`config.mk`:
```
export PLATFORM = sky130hd
export DESIGN_NAME = dual_synth_serial_program_regs
export DESIGN_NICKNAME = d
export VERILOG_FILES = /design/src/hdl/synth_prog_pkg.sv /design/src/hdl/latch_bus_if.sv /design/src/hdl/latch_bank.sv /design/src/hdl/dual_synth_serial_program_regs.sv
export SDC_FILE = /design/constraint.sdc
export NUM_CORES = 1
export LEC_CHECK = 0
export BUFFER_PORTS_ARGS = -buffer_cell sky130_fd_sc_hd__buf_2
export CAP_MARGIN = 20
export CORE_ASPECT_RATIO = 2
export CORE_MARGIN = 2
export CORE_UTILIZATION = 40
export CTS_CLUSTER_DIAMETER = 80
export DETAILED_ROUTE_END_ITERATION = 10
export PLACE_DENSITY = 0.55
export SYNTH_ARGS = -nofsm -noshare
export SYNTH_HDL_FRONTEND = slang
export SYNTH_SLANG_ARGS = --single-unit
```
`constraint.sdc`:
```
create_clock -name i_mclk -period 5.14 [get_ports i_mclk]
set_input_delay 0.771 -clock i_mclk [delete_from_list [all_inputs] [get_ports i_mclk]]
set_output_delay 0.771 -clock i_mclk [all_outputs]
set_load 0.03 [all_outputs]
```
`src/hdl/synth_prog_pkg.sv`:
```
// Purpose: Shared constants and types for the serial programming front end.
// Assumes: One 200 MHz system clock; serial pins arrive asynchronously.
// Notes: Field positions are given within the 18-bit serial word.
package synth_prog_pkg;
  localparam int WORD_W = 18;
  localparam int PAYLOAD_W = 16;
  localparam int SEL_LSB = 0;
  localparam int SEL_MSB = 1;
  localparam int PAY_LSB = 2;
  localparam int PAY_MSB = 17;
  localparam int UPPER_LSB = 14;
  localparam int UPPER_MSB = 17;
  localparam int RATIO_LSB = 2;
  localparam int RATIO_MSB = 13;
  localparam int BCNT_LSB = 6;
  localparam int BCNT_MSB = 17;
  localparam int ACNT_LSB = 2;
  localparam int ACNT_MSB = 5;
  localparam int ACNT_NARROW_MSB = 4;
  localparam int CP_SEC_GAIN = 17;
  localparam int CP_PRI_GAIN = 16;
  localparam int CP_SEC_POL = 15;
  localparam int CP_PRI_POL = 14;
  localparam int RATIO_W = 12;
  localparam int SWALLOW_W = 4;
  localparam int SYNC_STAGES = 3;
  localparam logic [4:0] PRESCALE_NARROW = 5'h08;
  localparam logic [4:0] PRESCALE_WIDE = 5'h10;
  localparam logic [1:0] SEL_SEC_REF = 2'h0;
  localparam logic [1:0] SEL_SEC_FB = 2'h1;
  localparam logic [1:0] SEL_PRI_REF = 2'h2;
  localparam logic [1:0] SEL_PRI_FB = 2'h3;
  localparam logic [15:0] LATCH_RESET = 16'h0000;
  localparam logic [17:0] WORD_RESET = 18'h00000;
  localparam logic [2:0] SYNC_RESET = 3'h0;
  typedef enum logic [3:0] {
    LS_REF_SEC = 4'h1,
    LS_FB_SEC = 4'h2,
    LS_REF_PRI = 4'h4,
    LS_FB_PRI = 4'h8
  } latch_sel_t;
endpackage

```
`src/hdl/latch_bus_if.sv`:
```
// Purpose: Carries one latch write from the serial front end to the latch bank.
// Assumes: All signals on the system clock.
// Notes: Write is a one-cycle pulse.
interface latch_bus_if;
  logic wr;
  synth_prog_pkg::latch_sel_t sel;
  logic [15:0] payload;
  logic [15:0] sec_ref;
  logic [15:0] sec_fb;
  logic [15:0] pri_ref;
  logic [15:0] pri_fb;
  modport front(output wr, output sel, output payload,
                input sec_ref, input sec_fb, input pri_ref, input pri_fb);
  modport bank(input wr, input sel, input payload,
               output sec_ref, output sec_fb, output pri_ref, output pri_fb);
endinterface

```
`src/hdl/latch_bank.sv`:
```
// Purpose: Holds the four 16-bit program latches.
// Assumes: One write pulse per committed word.
// Notes: Exactly one latch changes per write.
module latch_bank (
  input wire logic i_mclk,
  input wire logic i_sys_rst,
  latch_bus_if.bank lb
);
  logic [15:0] lat_q [4];

  // ****************************************
  // Latch storage
  // ****************************************
  for (genvar g = 0; g < 4; g++) begin : g_lat
    always_ff @(posedge i_mclk or posedge i_sys_rst) begin
      if (i_sys_rst) begin
        lat_q[g] <= synth_prog_pkg::LATCH_RESET;
      end else if (lb.wr && lb.sel[g]) begin
        lat_q[g] <= lb.payload;
      end
    end
  end

  assign lb.sec_ref = lat_q[0];
  assign lb.sec_fb = lat_q[1];
  assign lb.pri_ref = lat_q[2];
  assign lb.pri_fb = lat_q[3];
endmodule

```
`src/hdl/dual_synth_serial_program_regs.sv`:
```
// Purpose: Serial programming front end with latches and divider reload.
// Assumes: Serial clock, data and load strobe are asynchronous pins.
// Notes: Divider counters are stepped by per-loop tick inputs.

// How it works
// - 18-bit word: 16 payload, 2 select
// - Shifted in MSB first, select last
// - Load strobe rise writes one latch
// - Select 00,01,10,11 picks the latch
// - Code 00: output select, secondary ratio
// - Reference ratios binary, 2 to 4095
// - Code 10: pump word, primary ratio
// - Pump word drives gain and polarity
// - Code 01: main count, swallow count
// - Secondary feedback supports both prescaler option ranges
// - Wide option: swallow 0 to 15
// - Narrow option: swallow top bit ignored
// - Data sampled on serial clock rise
// - New values load when counter hits zero
// - Pump word bits map gains and polarities
// - Divide by P+1 A times, P rest
module dual_synth_serial_program_regs (
  input wire logic i_mclk,
  input wire logic i_sys_rst,
  input wire logic i_serial_clk,
  input wire logic i_serial_data,
  input wire logic i_load_strobe,
  input wire logic i_narrow_prescaler,
  input wire logic i_sec_ref_tick,
  input wire logic i_pri_ref_tick,
  input wire logic i_sec_fb_tick,
  output logic [3:0] o_multifunction_output_select,
  output logic [11:0] o_secondary_reference_ratio,
  output logic [11:0] o_primary_reference_ratio,
  output logic [3:0] o_pump_control_word,
  output logic o_secondary_pump_gain,
  output logic o_primary_pump_gain,
  output logic o_secondary_detector_polarity,
  output logic o_primary_detector_polarity,
  output logic [11:0] o_secondary_main_count,
  output logic [3:0] o_secondary_swallow_count,
  output logic [15:0] o_primary_feedback_latch,
  output logic o_sec_ref_out,
  output logic o_pri_ref_out,
  output logic o_sec_fb_out,
  output logic o_sec_fb_modulus_high
);
  logic [2:0] sclk_sync_q;
  logic [2:0] sdat_sync_q;
  logic [2:0] le_sync_q;
  logic [17:0] shift_q;
  logic sclk_lvl_q;
  logic sdat_lvl_q;
  logic le_lvl_q;
  logic sclk_rise;
  logic le_rise;
  logic [11:0] sec_ref_cnt_q;
  logic [11:0] pri_ref_cnt_q;
  logic [11:0] b_cnt_q;
  logic [3:0] a_cnt_q;
  logic [4:0] p_cnt_q;
  logic sec_ref_out_q;
  logic pri_ref_out_q;
  logic sec_fb_out_q;
  logic [4:0] p_top;
  logic [3:0] a_eff;

  latch_bus_if lb ();

  latch_bank u_bank (
    .i_mclk(i_mclk),
    .i_sys_rst(i_sys_rst),
    .lb(lb)
  );

  function automatic synth_prog_pkg::latch_sel_t decode_sel(input logic [1:0] s);
    case (s)
      synth_prog_pkg::SEL_SEC_REF: decode_sel = synth_prog_pkg::LS_REF_SEC;
      synth_prog_pkg::SEL_SEC_FB: decode_sel = synth_prog_pkg::LS_FB_SEC;
      synth_prog_pkg::SEL_PRI_REF: decode_sel = synth_prog_pkg::LS_REF_PRI;
      default: decode_sel = synth_prog_pkg::LS_FB_PRI;
    endcase
  endfunction

  // Ratios 0 and 1 both divide by one.
  function automatic logic [11:0] reload_count(input logic [11:0] r);
    reload_count = (r <= 12'h001) ? 12'h000 : r - 12'h001;
  endfunction

  // ****************************************
  // Pin synchronisers
  // ****************************************
  always_ff @(posedge i_mclk or posedge i_sys_rst) begin
    if (i_sys_rst) begin
      sclk_sync_q <= synth_prog_pkg::SYNC_RESET;
      sdat_sync_q <= synth_prog_pkg::SYNC_RESET;
      le_sync_q <= synth_prog_pkg::SYNC_RESET;
    end else begin
      sclk_sync_q <= {sclk_sync_q[1:0], i_serial_clk};
      sdat_sync_q <= {sdat_sync_q[1:0], i_serial_data};
      le_sync_q <= {le_sync_q[1:0], i_load_strobe};
    end
  end

  // ****************************************
  // Settled pin levels
  // ****************************************
  always_ff @(posedge i_mclk or posedge i_sys_rst) begin
    if (i_sys_rst) begin
      sclk_lvl_q <= 1'b0;
      sdat_lvl_q <= 1'b0;
      le_lvl_q <= 1'b0;
    end else begin
      if (sclk_sync_q[2] == sclk_sync_q[1]) begin
        sclk_lvl_q <= sclk_sync_q[2];
      end
      if (sdat_sync_q[2] == sdat_sync_q[1]) begin
        sdat_lvl_q <= sdat_sync_q[2];
      end
      if (le_sync_q[2] == le_sync_q[1]) begin
        le_lvl_q <= le_sync_q[2];
      end
    end
  end

  // An edge counts once stages two and three agree on a new level.
  assign sclk_rise = sclk_sync_q[2] && sclk_sync_q[1] && !sclk_lvl_q;
  assign le_rise = le_sync_q[2] && le_sync_q[1] && !le_lvl_q;

  // ****************************************
  // Shift register
  // ****************************************
  always_ff @(posedge i_mclk or posedge i_sys_rst) begin
    if (i_sys_rst) begin
      shift_q <= synth_prog_pkg::WORD_RESET;
    end else if (sclk_rise) begin
      shift_q <= {shift_q[16:0], sdat_lvl_q};
    end
  end

  // ****************************************
  // Latch write on load strobe
  // ****************************************
  assign lb.wr = le_rise;
  assign lb.sel = decode_sel(shift_q[synth_prog_pkg::SEL_MSB:synth_prog_pkg::SEL_LSB]);
  assign lb.payload = shift_q[synth_prog_pkg::PAY_MSB:synth_prog_pkg::PAY_LSB];

  // Latch fields, payload bit k is word bit k+2.
  assign o_multifunction_output_select = lb.sec_ref[15:12];
  assign o_secondary_reference_ratio = lb.sec_ref[11:0];
  assign o_pump_control_word = lb.pri_ref[15:12];
  assign o_primary_reference_ratio = lb.pri_ref[11:0];
  assign o_secondary_pump_gain = lb.pri_ref[15];
  assign o_primary_pump_gain = lb.pri_ref[14];
  assign o_secondary_detector_polarity = lb.pri_ref[13];
  assign o_primary_detector_polarity = lb.pri_ref[12];
  assign o_secondary_main_count = lb.sec_fb[15:4];
  assign o_secondary_swallow_count = lb.sec_fb[3:0];
  assign o_primary_feedback_latch = lb.pri_fb;

  // ****************************************
  // Reference dividers
  // ****************************************
  always_ff @(posedge i_mclk or posedge i_sys_rst) begin
    if (i_sys_rst) begin
      sec_ref_cnt_q <= 12'h000;
      sec_ref_out_q <= 1'b0;
    end else begin
      sec_ref_out_q <= 1'b0;
      if (i_sec_ref_tick) begin
        if (sec_ref_cnt_q == 12'h000) begin
          sec_ref_cnt_q <= reload_count(o_secondary_reference_ratio);
          sec_ref_out_q <= 1'b1;
        end else begin
          sec_ref_cnt_q <= sec_ref_cnt_q - 12'h001;
        end
      end
    end
  end

  always_ff @(posedge i_mclk or posedge i_sys_rst) begin
    if (i_sys_rst) begin
      pri_ref_cnt_q <= 12'h000;
      pri_ref_out_q <= 1'b0;
    end else begin
      pri_ref_out_q <= 1'b0;
      if (i_pri_ref_tick) begin
        if (pri_ref_cnt_q == 12'h000) begin
          pri_ref_cnt_q <= reload_count(o_primary_reference_ratio);
          pri_ref_out_q <= 1'b1;
        end else begin
          pri_ref_cnt_q <= pri_ref_cnt_q - 12'h001;
        end
      end
    end
  end

  // ****************************************
  // Secondary feedback pulse-swallow divider
  // ****************************************
  assign p_top = i_narrow_prescaler ? synth_prog_pkg::PRESCALE_NARROW
                                    : synth_prog_pkg::PRESCALE_WIDE;
  assign a_eff = i_narrow_prescaler ? {1'b0, o_secondary_swallow_count[2:0]}
                                    : o_secondary_swallow_count;

  always_ff @(posedge i_mclk or posedge i_sys_rst) begin
    if (i_sys_rst) begin
      p_cnt_q <= 5'h00;
      a_cnt_q <= 4'h0;
      b_cnt_q <= 12'h000;
      sec_fb_out_q <= 1'b0;
    end else begin
      sec_fb_out_q <= 1'b0;
      if (i_sec_fb_tick) begin
        // Prescaler counts P+1 while swallowing, else P.
        if (p_cnt_q != 5'h00) begin
          p_cnt_q <= p_cnt_q - 5'h01;
        end else if (b_cnt_q <= 12'h001) begin
          b_cnt_q <= o_secondary_main_count;
          a_cnt_q <= a_eff;
          p_cnt_q <= (a_eff != 4'h0) ? p_top : p_top - 5'h01;
          sec_fb_out_q <= 1'b1;
        end else begin
          b_cnt_q <= b_cnt_q - 12'h001;
          if (a_cnt_q != 4'h0) begin
            a_cnt_q <= a_cnt_q - 4'h1;
          end
          p_cnt_q <= (a_cnt_q > 4'h1) ? p_top : p_top - 5'h01;
        end
      end
    end
  end

  assign o_sec_fb_modulus_high = (a_cnt_q != 4'h0);
  assign o_sec_ref_out = sec_ref_out_q;
  assign o_pri_ref_out = pri_ref_out_q;
  assign o_sec_fb_out = sec_fb_out_q;
endmodule

```
# [After elaboration in Yosys (flattened, before gate mapping)]
# Index checks and enable logic that the tools add are counted.
[classes] eq_ne=5 muxes=21 reduce_logical=19 order_cmp=4 n_addsub=8 bitwise=1
[op_table] op="12-bit 2-to-1 mux" n=5
[op_table] op="12-bit by 1-bit subtractor with 12-bit output (second input constant)" n=5
[op_table] op="12-bit by 1-bit less-or-equal comparator with 1-bit output (second input constant)" n=3
[op_table] op="5-bit 2-to-1 mux" n=5
[op_table] op="12-bit zero test" n=2
[op_table] op="4-bit 2-to-1 mux" n=3
[op_table] op="4-bit case mux with 3 select lines" n=1
[op_table] op="5-bit by 1-bit subtractor with 5-bit output (second input constant)" n=2
[op_table] op="1-bit logical AND" n=8
[op_table] op="4-bit nonzero test" n=2
[op_table] op="1-bit 2-to-1 mux" n=7
[op_table] op="5-bit nonzero test" n=1
[op_table] op="4-bit by 1-bit > comparator with 1-bit output (second input constant)" n=1
[op_table] op="4-bit by 1-bit subtractor with 4-bit output (second input constant)" n=1
[op_table] op="1-bit == test" n=3
[op_table] op="3-bit AND reduction" n=1
[op_table] op="2-bit by 1-bit == test with 1-bit output (second input constant)" n=1
[op_table] op="2-bit == test (second input constant)" n=1
[op_table] op="1-bit zero test" n=2
[op_table] op="2-bit zero test" n=1
[op_table] op="2-bit AND reduction" n=1
[op_table] op="2-bit nonzero test" n=1
[op_table] op="1-bit inverter" n=1
[word_totals] elab_cells=77 register_bits=142 input_bits=9

# [Longest topological paths before layout]
# Gate-level depths: netlist of run 1.
[depth] depth_word=5 mapped_depth=8 depth_no_buf=7

# [Modules after synthesis]
# Synthesis of run 1 repeated with hierarchy kept, for this count alone.
[unflattened] hier_cells=594 hier_area_um2=6935.4
[by_module_without_submodules] module="dual_synth_serial_program_regs" area_per_inst_um2=4539.4 instances=1 cells_each=457
[by_module_without_submodules] module="latch_bank" area_per_inst_um2=2396.0 instances=1 cells_each=137

# [Worst setup path before layout of run 1]
# No wires, ideal clock.
[synth_timing] kind="input to register" start="input port i_pri_ref_tick" end="register pri_ref_cnt_q[10]" path_buffers=1 arrival_ns=2.165 required_ns=4.995 path_stages=6 setup_time_ns=0.145 slack_ns=2.830 cell_sequence="clkbuf_1 nand2_1 or4_1 nor4_1 mux2i_1 o21ai_0"
[synth_lines] element="from (decl)" line="dual_synth_serial_program_regs.sv:30" source="input wire logic i_pri_ref_tick,"
[synth_lines] element="to (signal assigned)" line="dual_synth_serial_program_regs.sv:189" source="pri_ref_cnt_q <= reload_count(o_primary_reference_ratio);"
[synth_lines] element="to (signal assigned)" line="dual_synth_serial_program_regs.sv:192" source="pri_ref_cnt_q <= pri_ref_cnt_q - 12'h001;"
[synth_lines] element="to (decl)" line="dual_synth_serial_program_regs.sv:58" source="logic [11:0] pri_ref_cnt_q;"

# [Worst setup path after layout of run 1]
[layout_timing] start="register a_cnt_q[0]" end="output port o_sec_fb_modulus_high"
[layout_via] elab_chain_len=1
[layout_lines] element="from (decl)" line="dual_synth_serial_program_regs.sv:60" source="logic [3:0] a_cnt_q;"
[layout_lines] element="from (signal assigned)" line="dual_synth_serial_program_regs.sv:226" source="a_cnt_q <= a_cnt_q - 4'h1;"
[layout_lines] element="4-bit nonzero test" line="dual_synth_serial_program_regs.sv:234" source="assign o_sec_fb_modulus_high = (a_cnt_q != 4'h0);"
[layout_lines] element="to (decl)" line="dual_synth_serial_program_regs.sv:46" source="output logic o_sec_fb_modulus_high"
# No other way between the ends.

==> flow_summary.ini, run 1 <==
[floorplan]
core.rowCount = 67
die_area_um2 = 17900
num_io_pins = 81
fp.dieH_um = 187
core_area_um2 = 16600
dieWidth_um = 95.6
initial_core_util_pct = 40.4

[cts]
clockBufferDepth = 2
hold_buffers = 0
tritoncts_num_sinks = 142
numCtsBuffers = 17
cts_root_buf = clkbuf_16
htree_levels = 4
cts_setup_buffers = 0
cts_resized = 0
clock_latency_ns = 0.43
clk_pin_slew_ns = 0.07
cts_tree = done

[setup_path]
crit_type = flip-flop to output port
worstPathCellList = inv_1, ha_1, nor2b_1, nand2_1, buf_2
crit_slowest_cell = dfrtp_1
worst_setup_path_start_kind = flip-flop
critPathLaunch = a_cnt_q[0]$_DFFE_PP0P_
cp_max_fo = 5
end_kind = output port
cp.arrival_ns = 1.73
r2r_setup_slack_ns = 2.85
crit_required_ns = 4.37
critPathMaxStageDelay_ns = 0.42
timing.rr.start = p_cnt_q[0]$_DFFE_PP0P_

[final_layout]
layout-drive-gt1-share_pct = 31.3
layout_commonest_cell = dfrtp_1
antennaDiodeCount = 0
layout_common_cells = dfrtp_1, mux2_2, buf_2
final_nets = 694
area_growth_pct = 17.9

[yosys]
synth.net_count = 611
yosys_most_used_dff = dfrtp_1
synth_cell_types = 61
syn_area_per_cell_um2 = 11.5
yosysSeqAreaShare_pct = 52.9
ys_warn_count = 0
synth_area_um2 = 6710
synth-seq-cells = 142
ys_async_sr_fraction_pct = 100
synth_top_cell_area_share_pct = 52.9
synthCells = 585
synth_edf_count = 0
netlist_top_cells_area = dfrtp_1, mux2_2, ha_1
yosysTopAreaCell = dfrtp_1

[sta]
setup_slack_ns = 2.63
hold_viol_final = 0
fin_tns_setup_ns = 0
finClkSkew_ns = 0.0153
max_freq_mhz = 399
finalCriticalPeriod_ns = 2.51
finalCritPeriodShare_pct = 48.7
setup_viol = 0
slew_headroom_pct = 38.4
rsz0062_at_grt = no
whs_ns = 0.244
max_slew.worst_pin.slew_ns = 0.921
drv_slew = 0

[routing]
drt-total-wl_um = 15600
drtPass1Iterations = 4
wl_per_cell_um = 17.6
avgViaCountPerCell = 5.39
drcViolationCount = 0
antenna_left = 0
vias = 4790
drt-initial-drc-count = 176

[power_and_ir_drop]
power_density_nw_per_um2 = 525
power.total_mw = 4.15
p_leak_nw = 3.87
ir_drop_v = 0.000275

[outcome]
status = completed

[placed_design]
place.gp.congestion = 0.826
hpwlAfterDp_um = 10700
pre_cts_ws_ns = 2.77
port_buffers = 80

[grt]
grt_start_max_net_pins = 112
antenna_found_initial = 0
grt-ovfl-total = 0
grt_pass1_wl_um = 25500
grtUsageTotal_pct = 18.5
grt_pass1_vias = 4877

[hold_path]
hold_class = input pin to asynchronous set/reset pin

[run]
drv_cap = 0
-- critical path, delay by kind of cell (launching register included) --
family	cells	cell delay, ns
AND/OR/NAND/NOR	2	0.46
buffers and inverters	2	0.27
adder cells (fa/ha/maj)	1	0.17
flip-flops	1	0.42
-- cells by family (layout without fill, tap and decap cells) --
| group | after synthesis | count (layout) | synth area share, % |
|---|---|---|---|
| and+or+nand+nor | 166 | 166 | 13.7 |
| AOI/OAI and AO/OA | 105 | 105 | 10.1 |
| muxes | 86 | 86 | 14.3 |
| DFF | 142 | 142 | 52.9 |
| buffers and inverters | 49 | 145 | 3.15 |
| xor gates and xnor gates | 19 | 19 | 2.48 |
| adders and majority gates | 18 | 18 | 3.32 |
-- cell usage after synthesis (9+ instances only) --
master    number
a21oi_1       22
clkbuf_1      12
dfrtp_1      142
ha_1          17
inv_1         27
mux2_2        80
nand2_1       34
nand3_1       12
nor2_1        36
nor3_1        19
nor4_1         9
o21ai_0       36
or3_1         13
xnor2_1       12
-- final cells by class --
cell class              instances  area (um^2)
clock buffers                  18          429
clock inverters                14          150
fillers                      1560         8680
inverters                      27          106
multi-input cells             394         2950
flip-flops and latches        142         3550
well taps                     207          259
repair buffers                 86          465
-- state kept, by name, indices dropped and copies added (netlist names), 5 cells and up --
| signal | cells |
|---|---|
| u_bank.lb.sec_ref | 16 |
| sec_ref_cnt_q | 12 |
| u_bank.lb.pri_ref | 16 |
| u_bank.lb.pri_fb | 16 |
| u_bank.lb.sec_fb | 16 |
| p_cnt_q | 5 |
| pri_ref_cnt_q | 12 |
| shift_q | 18 |
| b_cnt_q | 12 |
-- per-stage QoR --
| step | instances | utilization (%) | cell area, um^2 |
|---|---|---|---|
| 4_1_cts | 887 | 47.5 | 7890 |
| 3_5_place_dp | 855 | 44.0 | 7310 |
| 2_1_floorplan | 585 | - | 6710 |
| 6_report | 888 | 47.7 | 7920 |
| 3_3_place_gp | 855 | 44.0 | 7310 |
| 5_1_grt | 888 | 47.7 | 7920 |
-- report_power, final --
part / internal, mW / switching (mW) / total [mW]
sequential: 1.37 / 0.322 / 1.69
clock: 0.683 / 0.526 / 1.21
combinational: 0.526 / 0.733 / 1.26
total: 2.57 / 1.58 / 4.15
-- final timing paths --
| path | to | cells after the start |
|---|---|---|
| max | o_sec_fb_modulus_high | 5 |
| min | sec_ref_cnt_q[10]$_DFFE_PP0P_ | 2 |
| max reg2reg | b_cnt_q[11]$_DFFE_PP0P_ | 6 |
| min reg2reg | sclk_sync_q[1]$_DFF_PP0_ | 0 |
| max in group asynchronous | p_cnt_q[3]$_DFFE_PP0P_ | 4 |
| min in group i_mclk | sclk_sync_q[1]$_DFF_PP0_ | 0 |
-- metal layers --
layer  global-route usage, %  vias up  part of all wire, %
li1                        -     2279                    -
met1                    23.5     2392                   43
met2                    30.3      100                   51
met3                    4.47       19                  4.2
met4                    6.59        0                  1.8
met5                       0        -                    0
(Power assumes the default switching activity.)
==> run 2, diff against run 1 <==
- PLACE_DENSITY: 0.55 -> 0.58
- clock period: 5.14 -> 2.2 ns (I/O delays scaled with it)
==> run 2 against run 1 <==
Compared with the run above:
- design area up 3.5%
- flip-flop and latch count is the same
- setup slack worse by 2.5 ns
- total power grew 140%
- sequential power grew 130%
- combinational power grew to 2.5 times the previous value
- clock-buffer cell count is 1 lower
- final cell count up 3.3%
==> flow_summary.ini, run 2 (same netlist as run 1, synthesis figures left out) <==
[outcome]
status = completed

[final_layout]
fillCellCount = 1535
layout_common_cells = dfrtp_1, mux2_2, buf_2
multi_input_area_um2 = 2960
regMostFlops = shift_q
layout_commonest_cell = dfrtp_1
layout-drive-gt1-share_pct = 34.8
largest_reg_flops = 18
area_growth_pct = 22.1
antennaDiodeCount = 0
final_nets = 723
seq_area_um2 = 3550

[sta]
hold_viol_final = 0
setup_slack_ns = 0.0855
rsz0062_at_grt = yes
max_freq_mhz = 473
finalCriticalPeriod_ns = 2.11
setup_viol = 0
finalCritPeriodShare_pct = 96.1
drv_slew = 0
finClkSkew_ns = 0.00816
max_slew.worst_pin.slew_ns = 0.502
slew_headroom_pct = 66.5

[floorplan]
num_io_pins = 81
die_area_um2 = 17900
dieWidth_um = 95.6
initial_core_util_pct = 40.4
fp.dieH_um = 187
core_area_um2 = 16600
core.rowCount = 67

[placed_design]
pre_cts_ws_ns = 0.0801
hpwlAfterDp_um = 10900
place.gp.congestion = 0.849
port_buffers = 80

[routing]
drt-initial-drc-count = 167
drt-total-wl_um = 15100
avgViaCountPerCell = 5.33
highest_layer = met4
wl_met1_um = 6640
vias = 4887
drcViolationCount = 0
drtPass1Iterations = 4
route.met2.wl_um = 7700
met3_length_um = 603
antenna_left = 0
wl_per_cell_um = 16.5

[grt]
grt-ovfl-total = 0
antenna_found_initial = 0
grt_pass1_wl_um = 24900
grtUsageTotal_pct = 17.7
grt_start_max_net_pins = 85
grt_pass1_vias = 4870

[cts]
htree_levels = 4
cts_tree = done
numCtsBuffers = 17
tritoncts_num_sinks = 142
cts_setup_buffers = 0
cts_root_buf = clkbuf_16
clock_latency_ns = 0.41
clockBufferDepth = 2
clk_pin_slew_ns = 0.06

[setup_path]
setup.worst_path.end = p_cnt_q[3]$_DFFE_PP0P_
crit_slowest_cell = or4_4
critPathLaunch = b_cnt_q[8]$_DFFE_PP0P_
r2r_setup_slack_ns = 0.09
timing.rr.start = b_cnt_q[8]$_DFFE_PP0P_
cp_max_fo = 22
critPathMaxStageDelay_ns = 0.58
r2r-end = p_cnt_q[3]$_DFFE_PP0P_
worst_setup_path_start_kind = flip-flop
worstPathCellList = or4_4, or4_4, nand2_1, nand2_1, a221o_1
crit_required_ns = 2.50
cp.arrival_ns = 2.41
end_kind = flip-flop
crit_type = flip-flop to flip-flop
r2r_cells = 5

[run]
drv_cap = 0

[power_and_ir_drop]
ir_drop_v = 0.000518
power.total_mw = 10.1
power_density_nw_per_um2 = 1230
p_leak_nw = 4.02

[hold_path]
hold_class = input pin to asynchronous set/reset pin
run 2: worst min-delay path by stage:
stage	from	endpoint	slack, ns	depth (start not counted)
finish	i_sys_rst	sclk_sync_q[0]$_DFF_PP0_	0.02	3
global route	i_load_strobe	le_sync_q[0]$_DFF_PP0_	0.01	1
CTS	i_load_strobe	le_sync_q[0]$_DFF_PP0_	0.01	1
detailed placement	sclk_sync_q[0]$_DFF_PP0_	sclk_sync_q[1]$_DFF_PP0_	0.34	0
global placement	sdat_sync_q[0]$_DFF_PP0_	sdat_sync_q[1]$_DFF_PP0_	0.33	0
floorplan	le_sync_q[0]$_DFF_PP0_	le_sync_q[1]$_DFF_PP0_	0.33	0
run 2: final cells by class:
| class | count | share of cell area (%) |
|---|---|---|
| clock buffer | 17 | 5.19 |
| clock inverter | 15 | 2.58 |
| inverter | 27 | 1.28 |
| multi-input combinational | 394 | 36.2 |
| sequential | 142 | 43.4 |
| tap | 207 | 3.16 |
| timing repair buffer | 115 | 8.25 |
run 2: through the flow:
step           hold WS (ns)  cell area (um^2)  util, %   TNS, ns  instances
2_1_floorplan         0.331              6720        -         0        585
3_3_place_gp          0.335              7540     45.5         0        885
3_5_place_dp          0.338              7540     45.5         0        885
4_1_cts              0.0123              8180     49.3         0        917
5_1_grt             0.00963              8190     49.4  -0.00584        917
6_report             0.0155              8190     49.4         0        917
run 2: what timing repair did:
item,4_1_cts,5_1_grt
gates resized for setup,0,4
hold buffers,0,0
hold endpoints to repair,0,0
setup endpoints to repair,0,4
run 2: metal layers:
layer | global-route usage (%) | vias up
met5 | 0 | -
met4 | 4.95 | 0
met3 | 3.71 | 19
met2 | 29.6 | 97
met1 | 23.0 | 2411
li1 | - | 2360
run 2: critical path, delay by kind of cell (launching register included):
family / cells / cell delay (ns)
flops: 1 / 0.42
simple gates: 4 / 1.31
compound gates: 1 / 0.28
run 2: report_power, final:
part           leakage [nW]  switching (mW)  internal (mW)
clock                 0.296            1.14           1.91
sequential             1.86           0.663           3.19
combinational          1.87            1.80           1.40
total                  4.02            3.61           6.51
==> run 3, diff against run 2 <==
- ABC_AREA: unset -> 1
- PLACE_DENSITY: 0.58 -> 0.57
==> run 3 against run 2 <==
Compared with the run above:
- final cell count rose by 37%
- via count is 29% higher
- sequential share of layout area decreased by 2.2 points
- global-route usage rose by 3.2 points
- clock power down 6%
- first-iteration DRC count rose by 110%
- critical path depth increased by 1
- routed wire length increased by 28%
- critical endpoint is now o_sec_fb_modulus_high
==> flow_summary.ini, run 3 <==
[outcome]
status = completed

[yosys]
synthCells = 939
syn_area_per_cell_um2 = 7.84
synth-seq-cells = 142
synth_edf_count = 0
yosys_most_used_dff = dfrtp_1
synth_area_um2 = 7360
ys_async_sr_fraction_pct = 100
yosys-top-cells-count = nand2_1, dfrtp_1, o21ai_0
synth.net_count = 965
ys_warn_count = 0
netlist_top_cells_area = dfrtp_1, nand2_1, o21ai_0
yosysTopAreaCell = dfrtp_1
yosysSeqAreaShare_pct = 48.3
yosysMostFrequentCell = nand2_1
synth_cell_types = 39
synth_top_cell_area_share_pct = 48.3

[final_layout]
area_growth_pct = 17.1
layout_common_cells = nand2_1, dfrtp_1, o21ai_0
layout-drive-gt1-share_pct = 15.4
layout_commonest_cell = nand2_1
final_nets = 1051
regMostFlops = shift_q
antennaDiodeCount = 0
fillCellCount = 1852
largest_reg_flops = 18
final_cells = 1254

[cts]
cts_root_buf = clkbuf_16
cts_tree = done
cts_resized = 0
numCtsBuffers = 17
clk_pin_slew_ns = 0.06
clockBufferDepth = 2
cts_setup_buffers = 0
clock_latency_ns = 0.43
tritoncts_num_sinks = 142
htree_levels = 4

[setup_path]
cp.arrival_ns = 1.69
crit_top_cell = inv_1
timing.rr.start = p_cnt_q[0]$_DFFE_PP0P_
crit_type = flip-flop to output port
crit_slowest_cell = dfrtp_1
critPathLaunch = a_cnt_q[1]$_DFFE_PP0P_
r2r-end = b_cnt_q[4]$_DFFE_PP0P_
crit_buf_inv = 3
cp.depth = 6
r2r_setup_slack_ns = 0.36
worstPathCellList = inv_1, ha_1, nand2_1, nor2_1, inv_1, buf_2
end_kind = output port
setup.worst_path.end = o_sec_fb_modulus_high
cp_max_fo = 4
critPathMaxStageDelay_ns = 0.36
r2r_cells = 11
worst_setup_path_start_kind = flip-flop
path_delay_family = flip-flops
crit_required_ns = 1.87

[power_and_ir_drop]
switchingPower_mw = 3.71
internal-power_mw = 5.78
ir_drop_v = 0.000615
seqPwrFrac_pct = 36.5
p_leak_nw = 4.42
power_density_nw_per_um2 = 1100
switching_share_pct = 39.1
combPwrFrac_pct = 33.0
power_frac_clock_pct = 30.5

[floorplan]
dieWidth_um = 99.9
core.rowCount = 70
initial_core_util_pct = 40.6
fp.dieH_um = 196
core_area_um2 = 18100
num_io_pins = 81
die_area_um2 = 19600

[routing]
drcViolationCount = 0
vias = 6305
wl_per_cell_um = 15.4
avgViaCountPerCell = 5.03
drt-initial-drc-count = 351
drtPass1Iterations = 4
drt-total-wl_um = 19400
antenna_left = 0

[sta]
max_slew.worst_pin.slew_ns = 0.493
finalCriticalPeriod_ns = 2.02
rsz0062_at_grt = no
slew_headroom_pct = 67.0
finClkSkew_ns = 0.00769
setup_viol = 0
fin_tns_setup_ns = 0
hold_viol_final = 0
drv_slew = 0
finalCritPeriodShare_pct = 91.8
max_freq_mhz = 495

[run]
drv_cap = 0

[grt]
antenna_found_initial = 0
grt-ovfl-total = 0
grt_pass1_wl_um = 31700
grt_start_max_net_pins = 80
grtUsageTotal_pct = 20.9
grt_pass1_vias = 6358

[placed_design]
hpwlAfterDp_um = 14600
dp.cells = 1218
place.gp.congestion = 0.879
port_buffers = 80

[hold_path]
hold_class = input pin to flip-flop
-- run 3: changes by cell type in the layout (fill, tap and decap cells not counted), sizes merged, moves of 13 or more --
cell / change
nand2: +228
o21ai: +87
mux2: -79
nand3: +46
or3: -13
nor3: -14
nor2: +78
buf: -25
inv: +89
-- run 3: stage by stage --
stage          utilization, %  area [um^2]  hold slack [ns]  power (mW)  setup slack [ns]
5_1_grt                  47.6         8620            0.197        10.2            0.0754
4_1_cts                  47.5         8610          0.00362        9.58             0.159
3_3_place_gp             44.1         7990            0.333        6.60             0.393
2_1_floorplan               -         7370            0.331        5.77            0.0929
6_report                 47.6         8620            0.176        9.48             0.181
3_5_place_dp             44.1         7990            0.339        6.64             0.353
-- run 3: routing by layer --
layer	GRT usage [%]	vias to the layer above	wire [um]
met5	0	-	0
met4	8.63	0	518
met1	21.9	3027	7300
met2	40.0	93	11100
li1	-	3155	-
met3	3.56	30	457
-- run 3: kinds of logic (layout without fill, tap and decap cells) --
kind of cell             Yosys count  after routing  share of synthesized area [%]
AO/OA/AOI/OAI                    169            169                           12.5
buffers and inverters            141            240                           7.78
multiplexers                       1              1                          0.153
adder cells (fa/ha/maj)           18             18                           3.03
XOR/XNOR                          20             20                           2.38
flip-flops                       142            142                           48.3
AND/OR/NAND/NOR                  448            448                           25.9
-- run 3: layout make-up --
type                       instances  area (um^2)  area share [%]
clock inverter                    15          163            1.89
clock buffer                      17          425            4.93
timing repair buffer              94          541            6.27
inverter                         114          434            5.04
tap                              216          270            3.13
sequential                       142         3550            41.2
multi-input combinational        656         3240            37.5
-- run 3: how the worst min path moves through the flow --
stage / startpoint / endpoint / slack (ns) / cells past startpoint
floorplan: le_sync_q[0]$_DFF_PP0_ / le_sync_q[1]$_DFF_PP0_ / 0.33 / 0
global placement: sclk_sync_q[0]$_DFF_PP0_ / sclk_sync_q[1]$_DFF_PP0_ / 0.33 / 0
detailed placement: sdat_sync_q[0]$_DFF_PP0_ / sdat_sync_q[1]$_DFF_PP0_ / 0.34 / 0
CTS: i_load_strobe / le_sync_q[0]$_DFF_PP0_ / 0.004 / 1
global route: i_sec_fb_tick / p_cnt_q[3]$_DFFE_PP0P_ / 0.20 / 3
finish: i_sec_fb_tick / p_cnt_q[3]$_DFFE_PP0P_ / 0.18 / 3
-- run 3: what timing repair did --
item	in CTS	in global routing
hold endpoints to repair	17	1
hold buffers	3	1
setup endpoints to repair	0	0
-- run 3: worst register-to-register path: stages, from the launching register on --
cell	delay, ns
dfrtp_1	0.36
inv_1	0.11
ha_1	0.19
inv_1	0.05
nor2_2	0.09
nand2_1	0.10
nor2_4	0.15
nand2_4	0.17
inv_4	0.22
nand3_1	0.10
a21oi_1	0.15
nor2_1	0.05
-- run 3: power groups by stage --
stage / logic, mW / clock network [mW] / registers (mW)
after floorplan: 2.10 / 0 / 3.66
after global placement: 3.11 / 0 / 3.49
after detailed placement: 3.14 / 0 / 3.51
after CTS: 3.16 / 2.96 / 3.46
after global routing: 3.58 / 3.06 / 3.53
final: 3.13 / 2.89 / 3.46
